## src/svsq_defs.svh

```systemverilog
// Constants of the servo setup and sequence logic
`ifndef SVSQ_DEFS_SVH
`define SVSQ_DEFS_SVH

// ----------------------------------------------------------------------
// Setup word one: width, factory value, bit positions
// ----------------------------------------------------------------------
`define SVSQ_WORD_W        16
`define SVSQ_WORD_FACTORY  16'h00EC
`define SVSQ_B_SERVO       0
`define SVSQ_B_SENSOR      1
`define SVSQ_B_FWD         2
`define SVSQ_B_REV         3
`define SVSQ_B_FLAGSEL     4
`define SVSQ_B_DIPCLR      5
`define SVSQ_B_FREERUN     6
`define SVSQ_B_DBHOLD      7
`define SVSQ_B_OTTORQ      8
`define SVSQ_B_OTLOCK      9
`define SVSQ_IDX_MAX       4'hF

// ----------------------------------------------------------------------
// Alarm history and codes
// ----------------------------------------------------------------------
`define SVSQ_HIST_DEPTH    10
`define SVSQ_HIST_AW       4
`define SVSQ_HIST_LAST     4'h9
`define SVSQ_CODE_W        8
`define SVSQ_ALM_DIP_CODE  8'h10

// ----------------------------------------------------------------------
// Settings mode parameter numbers
// ----------------------------------------------------------------------
`define SVSQ_PSEL_SYSCHK   1'h0
`define SVSQ_PSEL_WORD1    1'h1

// ----------------------------------------------------------------------
// Synchroniser vector layout
// ----------------------------------------------------------------------
`define SVSQ_NKEY          8
`define SVSQ_SYNC_W        41
`define SVSQ_BOOT_CYC      2'h3

`endif

```

## src/svsq_pkg.sv

```systemverilog
// Types shared by the servo setup and sequence logic
`include "svsq_defs.svh"

package svsq_pkg;

  // Operating modes, advanced by the mode key
  typedef enum logic [1:0] {
    SVSQ_M_STATUS,
    SVSQ_M_SETTINGS,
    SVSQ_M_MONITOR,
    SVSQ_M_HISTORY
  } svsq_mode_e;

  // Status display symbols
  typedef enum logic [2:0] {
    SVSQ_S_BASEBLOCK,
    SVSQ_S_OPERATING,
    SVSQ_S_FWD_INHIBIT,
    SVSQ_S_REV_INHIBIT,
    SVSQ_S_ALARM
  } svsq_sym_e;

  // Display contents handed to the keypad unit
  typedef struct packed {
    svsq_mode_e                 mode;
    svsq_sym_e                  symbol;
    logic                       editing;
    logic [`SVSQ_CODE_W-1:0]    code;
    logic [`SVSQ_WORD_W-1:0]    word;
    logic [3:0]                 index;
  } svsq_disp_s;

endpackage

```

## src/svsq_hist_mem.sv

```systemverilog
// Alarm history store, ten codes with registered read data
`timescale 1ns/10ps
`include "svsq_defs.svh"

module svsq_hist_mem (
  // Clock and reset
  input  wire logic                     clk,
  input  wire logic                     rst_b,
  // Write port
  input  wire logic                     wr_en,
  input  wire logic [`SVSQ_HIST_AW-1:0] wr_addr,
  input  wire logic [`SVSQ_CODE_W-1:0]  wr_data,
  // Read port
  input  wire logic [`SVSQ_HIST_AW-1:0] rd_addr,
  output logic      [`SVSQ_CODE_W-1:0]  rd_data
);

  logic [`SVSQ_CODE_W-1:0] mem_r [0:`SVSQ_HIST_DEPTH-1];

  // Storage array, no reset needed since a count tracks valid entries
  always_ff @(posedge clk) begin
    if (wr_en) begin
      mem_r[wr_addr] <= wr_data;
    end
  end

  // Read data leave through a register
  always_ff @(posedge clk or negedge rst_b) begin
    if (!rst_b) begin
      rd_data <= 8'h00;
    end else begin
      rd_data <= mem_r[rd_addr];
    end
  end

endmodule

```

## src/svsq_top.sv

```systemverilog
// Servo setup word editing, keypad modes and sequence decoding
`timescale 1ns/10ps

// Operation
// - Four modes; mode key steps status, settings, monitor, history.
// - Status mode shows baseblock, operating, inhibit or alarm symbol.
// - Up to ten past alarms kept, shown in history, cleared in settings.
// - Setup word shown as sixteen lit bits plus selected bit index.
// - Index keys move the selected bit; toggle key inverts it.
// - Save key alone commits the edit; data key then returns.
// - A saved word takes effect only after the next power-up.
// - Bit 0: servo by run command, or always on.
// - Bit 1: sensor-on input honoured, or forced high.
// - Bit 2: forward inhibit honoured, or forward always allowed.
// - Bit 3: reverse inhibit honoured, or reverse always allowed.
// - Bit 4: shared flag shows rotation or current limit.
// - Bit 5: power dip recovery raises alarm, or clears and resumes.
// - Bit 6: abnormal stop by dynamic brake, or free run.
// - Bit 7: brake released, or held, once the motor stops.
// - Bit 8: over-travel stop per bit 6, or emergency stop torque.
// - Bit 9: after over-travel stop, servo off or position lock.
// - Bit 6 set, bit 8 clear: brake released after stop, bit 7 ignored.
module svsq_top (
  // Clock and reset
  input  wire logic                        MCLK,
  input  wire logic                        RST_B,
  // Keypad keys, held high while pressed
  input  wire logic                        KEY_MODE,
  input  wire logic                        KEY_DATA,
  input  wire logic                        KEY_UP,
  input  wire logic                        KEY_DOWN,
  input  wire logic                        KEY_LEFT,
  input  wire logic                        KEY_RIGHT,
  input  wire logic                        KEY_SAVE,
  input  wire logic                        KEY_ALARM_RESET,
  // Sequence inputs from the host and the power stage
  input  wire logic                        RUN_CMD,
  input  wire logic                        SENSOR_ON,
  input  wire logic                        FORWARD_DRIVE_INHIBIT,
  input  wire logic                        REVERSE_DRIVE_INHIBIT,
  input  wire logic                        MOTOR_ROTATING,
  input  wire logic                        CURRENT_LIMIT,
  input  wire logic                        MOTOR_STOPPED,
  input  wire logic                        POWER_DIP,
  input  wire logic                        ALARM_IN,
  input  wire logic [`SVSQ_CODE_W-1:0]     ALARM_CODE,
  // Nonvolatile parameter memory
  input  wire logic [`SVSQ_WORD_W-1:0]     NV_WORD,
  output logic                             NV_WR,
  output logic      [`SVSQ_WORD_W-1:0]     NV_WDATA,
  // Sequence outputs
  output logic                             SERVO_ON,
  output logic                             SENSOR_ON_INT,
  output logic                             FWD_PERMIT,
  output logic                             REV_PERMIT,
  output logic                             ROTATION_OR_CURRENT_LIMIT_FLAG,
  output logic                             DYN_BRAKE,
  output logic                             ESTOP_TORQUE_SEL,
  output logic                             POS_LOCK,
  output logic                             SERVO_ALARM,
  // Display
  output svsq_pkg::svsq_disp_s             DISP
);
  import svsq_pkg::*;

  // --------------------------------------------------------------------
  // Input synchronisers
  // --------------------------------------------------------------------
  logic [`SVSQ_SYNC_W-1:0] raw_in;
  logic [`SVSQ_SYNC_W-1:0] s1_r;
  logic [`SVSQ_SYNC_W-1:0] s2_r;
  logic [`SVSQ_NKEY-1:0]   key_d_r;
  logic [`SVSQ_NKEY-1:0]   key_p;

  assign raw_in = {NV_WORD, ALARM_CODE, ALARM_IN, POWER_DIP, MOTOR_STOPPED,
                   CURRENT_LIMIT, MOTOR_ROTATING, REVERSE_DRIVE_INHIBIT,
                   FORWARD_DRIVE_INHIBIT, SENSOR_ON, RUN_CMD,
                   KEY_ALARM_RESET, KEY_SAVE, KEY_RIGHT, KEY_LEFT,
                   KEY_DOWN, KEY_UP, KEY_DATA, KEY_MODE};

  // Every pin passes two flops before any logic sees it
  genvar gi;
  generate
    for (gi = 0; gi < `SVSQ_SYNC_W; gi++) begin : g_sync
      always_ff @(posedge MCLK or negedge RST_B) begin
        if (!RST_B) begin
          s1_r[gi] <= 1'b0;
          s2_r[gi] <= 1'b0;
        end else begin
          s1_r[gi] <= raw_in[gi];
          s2_r[gi] <= s1_r[gi];
        end
      end
    end
  endgenerate

  // Key presses become one-cycle pulses on the rising edge
  always_ff @(posedge MCLK or negedge RST_B) begin
    if (!RST_B) begin
      key_d_r <= 8'h00;
    end else begin
      key_d_r <= s2_r[`SVSQ_NKEY-1:0];
    end
  end
  assign key_p = s2_r[`SVSQ_NKEY-1:0] & ~key_d_r;

  logic k_mode, k_data, k_up, k_down, k_left, k_right, k_save, k_arst;
  assign {k_arst, k_save, k_right, k_left, k_down, k_up, k_data, k_mode} =
    key_p;

  logic                     run_s, sens_s, fwd_s, rev_s, rot_s, clim_s;
  logic                     stop_s, dip_s, alm_s;
  logic [`SVSQ_CODE_W-1:0]  code_s;
  logic [`SVSQ_WORD_W-1:0]  nv_s;
  assign {nv_s, code_s, alm_s, dip_s, stop_s, clim_s, rot_s, rev_s, fwd_s,
          sens_s, run_s} = s2_r[`SVSQ_SYNC_W-1:`SVSQ_NKEY];

  // --------------------------------------------------------------------
  // Power-up load of the setup word
  // --------------------------------------------------------------------
  logic [1:0]              boot_r;
  logic                    booted_r;
  logic [`SVSQ_WORD_W-1:0] active_r;
  logic [`SVSQ_WORD_W-1:0] stored_r;
  logic [`SVSQ_WORD_W-1:0] edit_r;
  logic                    save_ok;

  // Wait until the memory word has crossed the synchroniser
  always_ff @(posedge MCLK or negedge RST_B) begin
    if (!RST_B) begin
      boot_r   <= 2'h0;
      booted_r <= 1'b0;
    end else if (!booted_r) begin
      boot_r   <= boot_r + 2'h1;
      booted_r <= (boot_r == `SVSQ_BOOT_CYC);
    end
  end

  // Active copy loads once per power-up; saves never reach it
  always_ff @(posedge MCLK or negedge RST_B) begin
    if (!RST_B) begin
      active_r <= `SVSQ_WORD_FACTORY;
    end else if (!booted_r && boot_r == `SVSQ_BOOT_CYC) begin
      active_r <= nv_s;
    end
  end

  // Shadow of the memory, so a reopened edit shows the saved value
  always_ff @(posedge MCLK or negedge RST_B) begin
    if (!RST_B) begin
      stored_r <= `SVSQ_WORD_FACTORY;
    end else if (!booted_r && boot_r == `SVSQ_BOOT_CYC) begin
      stored_r <= nv_s;
    end else if (save_ok) begin
      stored_r <= edit_r;
    end
  end

  // --------------------------------------------------------------------
  // Keypad modes and setup word editing
  // --------------------------------------------------------------------
  svsq_mode_e mode_r;
  logic       psel_r;
  logic       edit_on_r;
  logic [3:0] idx_r;
  logic       hist_clr;

  // Mode key steps through the four modes and leaves any edit
  always_ff @(posedge MCLK or negedge RST_B) begin
    if (!RST_B) begin
      mode_r <= SVSQ_M_STATUS;
    end else if (k_mode) begin
      case (mode_r)
        SVSQ_M_STATUS:   mode_r <= SVSQ_M_SETTINGS;
        SVSQ_M_SETTINGS: mode_r <= SVSQ_M_MONITOR;
        SVSQ_M_MONITOR:  mode_r <= SVSQ_M_HISTORY;
        SVSQ_M_HISTORY:  mode_r <= SVSQ_M_STATUS;
        default:         mode_r <= SVSQ_M_STATUS;
      endcase
    end
  end

  assign save_ok  = booted_r && edit_on_r && k_save && !k_mode;
  assign hist_clr = (mode_r == SVSQ_M_SETTINGS) && !edit_on_r && k_data &&
                    !k_mode && psel_r == `SVSQ_PSEL_SYSCHK;

  // Parameter number selection and entry into the bit editor
  always_ff @(posedge MCLK or negedge RST_B) begin
    if (!RST_B) begin
      psel_r    <= `SVSQ_PSEL_SYSCHK;
      edit_on_r <= 1'b0;
    end else if (k_mode || mode_r != SVSQ_M_SETTINGS) begin
      edit_on_r <= 1'b0;
    end else if (!edit_on_r) begin
      if (k_up || k_down) begin
        psel_r <= ~psel_r;
      end
      if (k_data && psel_r == `SVSQ_PSEL_WORD1) begin
        edit_on_r <= 1'b1;
      end
    end else if (k_data) begin
      edit_on_r <= 1'b0;
    end
  end

  // Edit copy: loaded on entry, bits moved and inverted by keys
  always_ff @(posedge MCLK or negedge RST_B) begin
    if (!RST_B) begin
      edit_r <= `SVSQ_WORD_FACTORY;
      idx_r  <= 4'h0;
    end else if (!edit_on_r) begin
      edit_r <= stored_r;
      idx_r  <= 4'h0;
    end else begin
      if (k_left && idx_r != `SVSQ_IDX_MAX) begin
        idx_r <= idx_r + 4'h1;
      end else if (k_right && idx_r != 4'h0) begin
        idx_r <= idx_r - 4'h1;
      end
      if (k_up || k_down) begin
        edit_r[idx_r] <= ~edit_r[idx_r];
      end
    end
  end

  // Memory write strobe, one cycle per save
  always_ff @(posedge MCLK or negedge RST_B) begin
    if (!RST_B) begin
      NV_WR    <= 1'b0;
      NV_WDATA <= `SVSQ_WORD_FACTORY;
    end else begin
      NV_WR <= save_ok;
      if (save_ok) begin
        NV_WDATA <= edit_r;
      end
    end
  end

  // --------------------------------------------------------------------
  // Alarms and history
  // --------------------------------------------------------------------
  logic                     alm_d_r;
  logic                     dip_d_r;
  logic                     alarm_r;
  logic                     dip_alarm;
  logic                     alm_new;
  logic                     hist_we;
  logic [`SVSQ_CODE_W-1:0]  hist_wd;
  logic [`SVSQ_HIST_AW-1:0] wptr_r;
  logic [`SVSQ_HIST_AW-1:0] cnt_r;
  logic [`SVSQ_HIST_AW-1:0] hidx_r;
  logic [`SVSQ_HIST_AW-1:0] hrd;
  logic [`SVSQ_CODE_W-1:0]  hrdata;
  logic [`SVSQ_CODE_W-1:0]  alm_code_r;

  always_ff @(posedge MCLK or negedge RST_B) begin
    if (!RST_B) begin
      alm_d_r <= 1'b0;
      dip_d_r <= 1'b0;
    end else begin
      alm_d_r <= alm_s;
      dip_d_r <= dip_s;
    end
  end

  // Recovery from a power dip raises an alarm unless auto clear is set
  assign dip_alarm = dip_d_r && !dip_s &&
                     !active_r[`SVSQ_B_DIPCLR];
  assign alm_new   = (alm_s && !alm_d_r) || dip_alarm;
  assign hist_we   = alm_new && booted_r;
  assign hist_wd   = dip_alarm ? `SVSQ_ALM_DIP_CODE : code_s;

  // Latched alarm; a new event wins over the reset key
  always_ff @(posedge MCLK or negedge RST_B) begin
    if (!RST_B) begin
      alarm_r    <= 1'b0;
      alm_code_r <= 8'h00;
    end else if (hist_we) begin
      alarm_r    <= 1'b1;
      alm_code_r <= hist_wd;
    end else if (k_arst && !alm_s) begin
      alarm_r    <= 1'b0;
    end
  end

  // Ring of ten entries; the oldest is overwritten once full
  always_ff @(posedge MCLK or negedge RST_B) begin
    if (!RST_B) begin
      wptr_r <= 4'h0;
      cnt_r  <= 4'h0;
    end else if (hist_we) begin
      wptr_r <= (wptr_r == `SVSQ_HIST_LAST) ? 4'h0 : wptr_r + 4'h1;
      if (hist_clr) begin
        cnt_r <= 4'h1;
      end else if (cnt_r != 4'(`SVSQ_HIST_DEPTH)) begin
        cnt_r <= cnt_r + 4'h1;
      end
    end else if (hist_clr) begin
      cnt_r <= 4'h0;
    end
  end

  // Browse index in history mode, zero is the newest entry
  always_ff @(posedge MCLK or negedge RST_B) begin
    if (!RST_B) begin
      hidx_r <= 4'h0;
    end else if (mode_r != SVSQ_M_HISTORY) begin
      hidx_r <= 4'h0;
    end else if (k_up && hidx_r != `SVSQ_HIST_LAST) begin
      hidx_r <= hidx_r + 4'h1;
    end else if (k_down && hidx_r != 4'h0) begin
      hidx_r <= hidx_r - 4'h1;
    end
  end

  // Newest entry sits just below the write pointer
  assign hrd = (wptr_r > hidx_r) ? 4'(wptr_r - hidx_r - 4'h1)
                                 : 4'(wptr_r + 4'hA - hidx_r - 4'h1);

  svsq_hist_mem u_hist (
    .clk     (MCLK),
    .rst_b   (RST_B),
    .wr_en   (hist_we),
    .wr_addr (wptr_r),
    .wr_data (hist_wd),
    .rd_addr (hrd),
    .rd_data (hrdata)
  );

  // --------------------------------------------------------------------
  // Sequence decoding from the active word
  // --------------------------------------------------------------------
  logic servo_req, fwd_ok, rev_ok, ot, abn, brake_nxt, servo_nxt;

  assign servo_req = active_r[`SVSQ_B_SERVO] || run_s;
  assign fwd_ok    = active_r[`SVSQ_B_FWD] || !fwd_s;
  assign rev_ok    = active_r[`SVSQ_B_REV] || !rev_s;
  assign ot        = !fwd_ok || !rev_ok;
  // Over-travel with lock keeps the servo on; otherwise it drops once
  // the deceleration has ended
  assign servo_nxt = booted_r && servo_req && !alarm_r &&
                     !(ot && stop_s && !active_r[`SVSQ_B_OTLOCK]);
  // Abnormal stop: alarm, or over-travel using the bit 6 method
  assign abn = alarm_r || (ot && !active_r[`SVSQ_B_OTTORQ]);

  // Brake choice while moving and after the stop
  always_comb begin
    brake_nxt = 1'b0;
    if (abn || !servo_nxt) begin
      if (!stop_s) begin
        brake_nxt = !active_r[`SVSQ_B_FREERUN];
      end else if (active_r[`SVSQ_B_FREERUN] &&
                   !active_r[`SVSQ_B_OTTORQ]) begin
        brake_nxt = 1'b0;
      end else begin
        brake_nxt = active_r[`SVSQ_B_DBHOLD];
      end
    end
  end

  // Registered sequence outputs
  always_ff @(posedge MCLK or negedge RST_B) begin
    if (!RST_B) begin
      SERVO_ON                       <= 1'b0;
      SENSOR_ON_INT                  <= 1'b0;
      FWD_PERMIT                     <= 1'b0;
      REV_PERMIT                     <= 1'b0;
      ROTATION_OR_CURRENT_LIMIT_FLAG <= 1'b0;
      DYN_BRAKE                      <= 1'b0;
      ESTOP_TORQUE_SEL               <= 1'b0;
      POS_LOCK                       <= 1'b0;
      SERVO_ALARM                    <= 1'b0;
    end else begin
      SERVO_ON      <= servo_nxt;
      SENSOR_ON_INT <= active_r[`SVSQ_B_SENSOR] || sens_s;
      FWD_PERMIT    <= fwd_ok;
      REV_PERMIT    <= rev_ok;
      ROTATION_OR_CURRENT_LIMIT_FLAG <= active_r[`SVSQ_B_FLAGSEL] ?
                                        clim_s : rot_s;
      DYN_BRAKE     <= brake_nxt;
      ESTOP_TORQUE_SEL <= ot && !alarm_r &&
                          active_r[`SVSQ_B_OTTORQ];
      POS_LOCK      <= servo_nxt && ot && stop_s &&
                       active_r[`SVSQ_B_OTLOCK];
      SERVO_ALARM   <= alarm_r;
    end
  end

  // --------------------------------------------------------------------
  // Display
  // --------------------------------------------------------------------
  svsq_sym_e sym;

  // Alarm outranks everything, then power stage off, then inhibits
  always_comb begin
    if (alarm_r) begin
      sym = SVSQ_S_ALARM;
    end else if (!SERVO_ON) begin
      sym = SVSQ_S_BASEBLOCK;
    end else if (!fwd_ok) begin
      sym = SVSQ_S_FWD_INHIBIT;
    end else if (!rev_ok) begin
      sym = SVSQ_S_REV_INHIBIT;
    end else begin
      sym = SVSQ_S_OPERATING;
    end
  end

  // Display word depends on mode; monitor shows live status bits
  always_ff @(posedge MCLK or negedge RST_B) begin
    if (!RST_B) begin
      DISP <= '0;
    end else begin
      DISP.mode    <= mode_r;
      DISP.symbol  <= sym;
      DISP.editing <= edit_on_r;
      DISP.index   <= 4'h0;
      DISP.word    <= 16'h0000;
      DISP.code    <= alm_code_r;
      case (mode_r)
        SVSQ_M_SETTINGS: begin
          DISP.word  <= edit_on_r ? edit_r : 16'(psel_r);
          DISP.index <= idx_r;
        end
        SVSQ_M_MONITOR: begin
          DISP.word <= {7'h00, stop_s, alarm_r, clim_s, rot_s, rev_s,
                        fwd_s, sens_s, run_s, SERVO_ON};
        end
        SVSQ_M_HISTORY: begin
          DISP.index <= hidx_r;
          DISP.code  <= (hidx_r < cnt_r) ? hrdata : 8'h00;
        end
        default: begin
          DISP.word <= 16'h0000;
        end
      endcase
    end
  end

endmodule

```

## config.mk

```make
export PLATFORM = sky130hd
export DESIGN_NAME = svsq_top
export DESIGN_NICKNAME = d
export VERILOG_FILES = /design/src/svsq_pkg.sv /design/src/svsq_hist_mem.sv /design/src/svsq_top.sv
export VERILOG_INCLUDE_DIRS = /design/src
export SDC_FILE = /design/constraint.sdc
export NUM_CORES = 1
export LEC_CHECK = 0
export ABC_CLOCK_PERIOD_IN_PS = 2600
export BUFFER_PORTS_ARGS = -buffer_cell sky130_fd_sc_hd__buf_2
export CELL_PAD_IN_SITES_DETAIL_PLACEMENT = 1
export CELL_PAD_IN_SITES_GLOBAL_PLACEMENT = 1
export CORE_MARGIN = 2
export CORE_UTILIZATION = 41
export CTS_CLUSTER_DIAMETER = 100
export DETAILED_ROUTE_END_ITERATION = 6
export PLACE_DENSITY_LB_ADDON = 0.1
export SLEW_MARGIN = 20
export SYNTH_ARGS = -nofsm -noshare
export SYNTH_HDL_FRONTEND = slang
export SYNTH_SLANG_ARGS = --single-unit
```

## constraint.sdc

```tcl
create_clock -name MCLK -period 2.6 [get_ports MCLK]
set_clock_uncertainty 0.05 [all_clocks]
set_input_delay 0.13 -clock MCLK [delete_from_list [all_inputs] [get_ports MCLK]]
set_output_delay 0.13 -clock MCLK [all_outputs]
set_load 0.05 [all_outputs]
```

==> flow_summary.toml <==
[cts]
root_buffer = "clkbuf_16"
htree_levels = 2
cts_tree = "yes"
clkTransAtPathRegs_ns = 0.06
cts.sinks = 313
cts_buffers = 34
clockBufferDepth = 3
clk_latency_ns = 0.51

[cells_and_area]
antenna_cells = 0
nNetsFinal = 1175
layout-drive-gt1-share_pct = 26.8
layout_commonest_cell = "dfrtp_1"
design_area_um2 = 15300
mostFrequentLayoutCells = "dfrtp_1 (213), buf_2 (101), nand2_1 (90), edfxtp_1 (80), mux2_2 (49)"
area_delta_synth_final_pct = 24.2

[hold_path]
hp-class = "primary input to asynchronous set/reset pin"

[setup_path]
cp_slowest_cell = "or3_1"
cp_common_cell = "inv_1"
crit_path_start_kind = "flop"
path_buf_inv = 2
cp_max_fo = 9
path_class = "flop to flop"
crit_chain = "inv_1, ha_1, inv_1, fa_1, a21bo_2, o311ai_4, or3_1, a221oi_1, a31oi_2"
end_kind = "flop"
cp.required_ns = 2.94
critPathTopFamily = "compound AO/OA/AOI/OAI gates"
crit_arrival_ns = 2.83
cpPeakStageDelay_ns = 0.52
rrSetupSlack_ns = 0.11

[synth]
async_flop_share_pct = 74.4
ys_seq_elements = 313
synthAdderAreaFrac_pct = 2.94
synthMuxAreaShare_pct = 8.31
synth_top_family_by_area = "compound AO/OA/AOI/OAI gates"
synth-compound-area-share_pct = 9.17
avgSynthCellArea_um2 = 13.5
syn_inst = 914
synth.net_count = 983
synth_top_cell_by_area = "dfrtp_1"
synth-simple-area-share_pct = 8.91
synth_edf_count = 80
yosysSeqAreaShare_pct = 66.9
synth_ff_type = "dfrtp_1"
synth_top_cell_area_share_pct = 43.2
yosys-top-cells-area = "dfrtp_1 (43%), edfxtp_1 (19%), mux2_2 (4.4%)"
netlist_area_um2 = 12300
synth-xor-area-share_pct = 0.852
yosys.cell_types.count = 61
synth_warnings = 0

[sta]
min_period_ns = 2.49
relSlewSlack_pct = 57.1
hold_viol = 0
max_freq_mhz = 402
fin_crit_sh_pct = 95.7
finalWorstSetupSlack_ns = 0.111
holdWs_ns = 0.0827
setup-violations-final = 0
rsz0062_at_grt = "true"
tightest_slew_ns = 0.643
report.final.slew_viol_count = 0

[drt]
ant_nets = 0
firstDrtPassIters = 5
drt_iter0_markers = 355
wl_per_cell_um = 19.3
num_vias = 7764
drt-vias-per-instance = 5.10
wl_um = 29300
drc = 0

[placement]
dp_hpwl_um = 19900
io_buffers = 102
globalplace.congestion = 0.770
place_ws_ns = -0.0681
placed_area_um2 = 13600

[floorplanning]
die-width_um = 177
core_area_um2 = 29600
pin_count = 103
die_area_um2 = 31500
dieHeight_um = 177
core.rowCount = 63
start_util_pct = 41.6

[global_routing]
use_met1_pct = 30.0
grt_usage_pct = 19.3
grt_use_met2_pct = 27.8
grt_busiest_layer = "met1"
grt_max_degree = 69
grt_overflow = 0
grt_util_met3_pct = 2.83
antenna_found_initial = 0
grt_pass1_wl_um = 46900
grt_pass1_vias = 8195

[pwr]
power.density_nw_per_um2 = 1270
p_leak_nw = 6.71
p_total_mw = 19.4
ir_worst_vdd_mv = 0.766

[job]
cap_violations = 0

[outcome]
status = "completed"
-- per-stage QoR --
stage	std cells	util, %	TNS, ns
after floorplan	914	-	-2.17
after global placement	1414	45.9	0
after CTS	1518	51.4	0
after detailed placement	1414	45.9	-0.183
final	1522	51.7	0
after global routing	1522	51.7	-0.0623
-- path summary, 6_finish.rpt --
kind,startpoint,end,cells after the start
max in group asynchronous,RST_B,active_r[5],3
min in group MCLK,NV_WORD[6],s1_r[31],2
min,RST_B,DISP[27],2
max reg2reg,hidx_r[2],u_hist.rd_data[4],9
max,hidx_r[2],u_hist.rd_data[4],9
min reg2reg,s1_r[12],rot_s,0
-- synth_stat cells (5+ instances only) --
| library cell | n |
|---|---|
| inv_1 | 38 |
| mux2i_1 | 47 |
| a21oi_1 | 9 |
| a22o_1 | 21 |
| nor4_1 | 9 |
| nand2b_1 | 9 |
| nor2_1 | 32 |
| xnor2_1 | 9 |
| a21o_1 | 8 |
| ha_1 | 21 |
| and2_1 | 16 |
| dfstp_2 | 20 |
| buf_2 | 12 |
| o22ai_1 | 13 |
| dfrtp_1 | 213 |
| or3_1 | 5 |
| fa_1 | 5 |
| and3_1 | 15 |
| nand2_1 | 90 |
| a31oi_1 | 9 |
| o211ai_1 | 8 |
| mux2_2 | 48 |
| a221oi_1 | 7 |
| a211oi_1 | 16 |
| o21ai_0 | 48 |
| a22oi_1 | 8 |
| nor2b_1 | 14 |
| clkbuf_1 | 22 |
| nor3_1 | 10 |
| nand3_1 | 6 |
| edfxtp_1 | 80 |
-- worst reg2reg max path: stages, from the launching register on --
cell      delay [ns]
dfrtp_1         0.37
inv_1           0.07
ha_1            0.16
inv_1           0.05
fa_1            0.37
a21bo_2         0.24
o311ai_4        0.09
or3_1           0.52
a221oi_1        0.38
a31oi_2         0.06
-- report_power, final --
group          switching (mW)  internal (mW)  total (mW)
Sequential              0.587           6.04        6.63
Clock                    1.95           3.05        5.00
Combinational            4.60           3.16        7.76
Total                    7.13           12.3        19.4
-- sequential cells by signal, indices dropped and copies added, names as in the netlist, 2 cells and up --
register,flops
alm_code_r,8
s2_r,8
code_s,8
active_r,10
edit_r,16
u_hist.rd_data,8
cnt_r,4
NV_WDATA,16
u_hist.mem_r,80
mode_r,2
DISP,34
nv_s,16
boot_r,2
wptr_r,4
idx_r,4
s1_r,41
stored_r,16
hidx_r,4
key_d_r,8
-- timing repair --
| action | in CTS | in global routing |
|---|---|---|
| hold buffers | 42 | 0 |
| pin swaps | 0 | 4 |
| buffers inserted | 0 | 3 |
| hold endpoints to repair | 167 | 0 |
| endpoints found under the setup margin | 6 | 8 |
| cloned | 0 | 1 |
| resized for setup | 1 | 12 |
-- routing by layer --
metal / part of all wire [%] / wire length, um
met5: 0 / 0
met4: 2.2 / 634
met3: 4.0 / 1160
met2: 43 / 12600
met1: 51 / 14900
-- cell families after synthesis --
family          Yosys count
flops                   313
compound gates          163
mux                      96
xor+xnor                 12
simple gates            222
fa+ha+maj                26
buf+inv                  82
-- area by class of cell --
| type | count | area, um^2 |
|---|---|---|
| timing repair buffer | 198 | 1440 |
| clock buffer | 50 | 1020 |
| fill | 3017 | 14300 |
| tap | 390 | 488 |
| clock inverter | 12 | 165 |
| inverter | 39 | 146 |
| sequential | 313 | 8260 |
| multi-input combinational | 520 | 3800 |
Power figures use the tool's default switching activity.
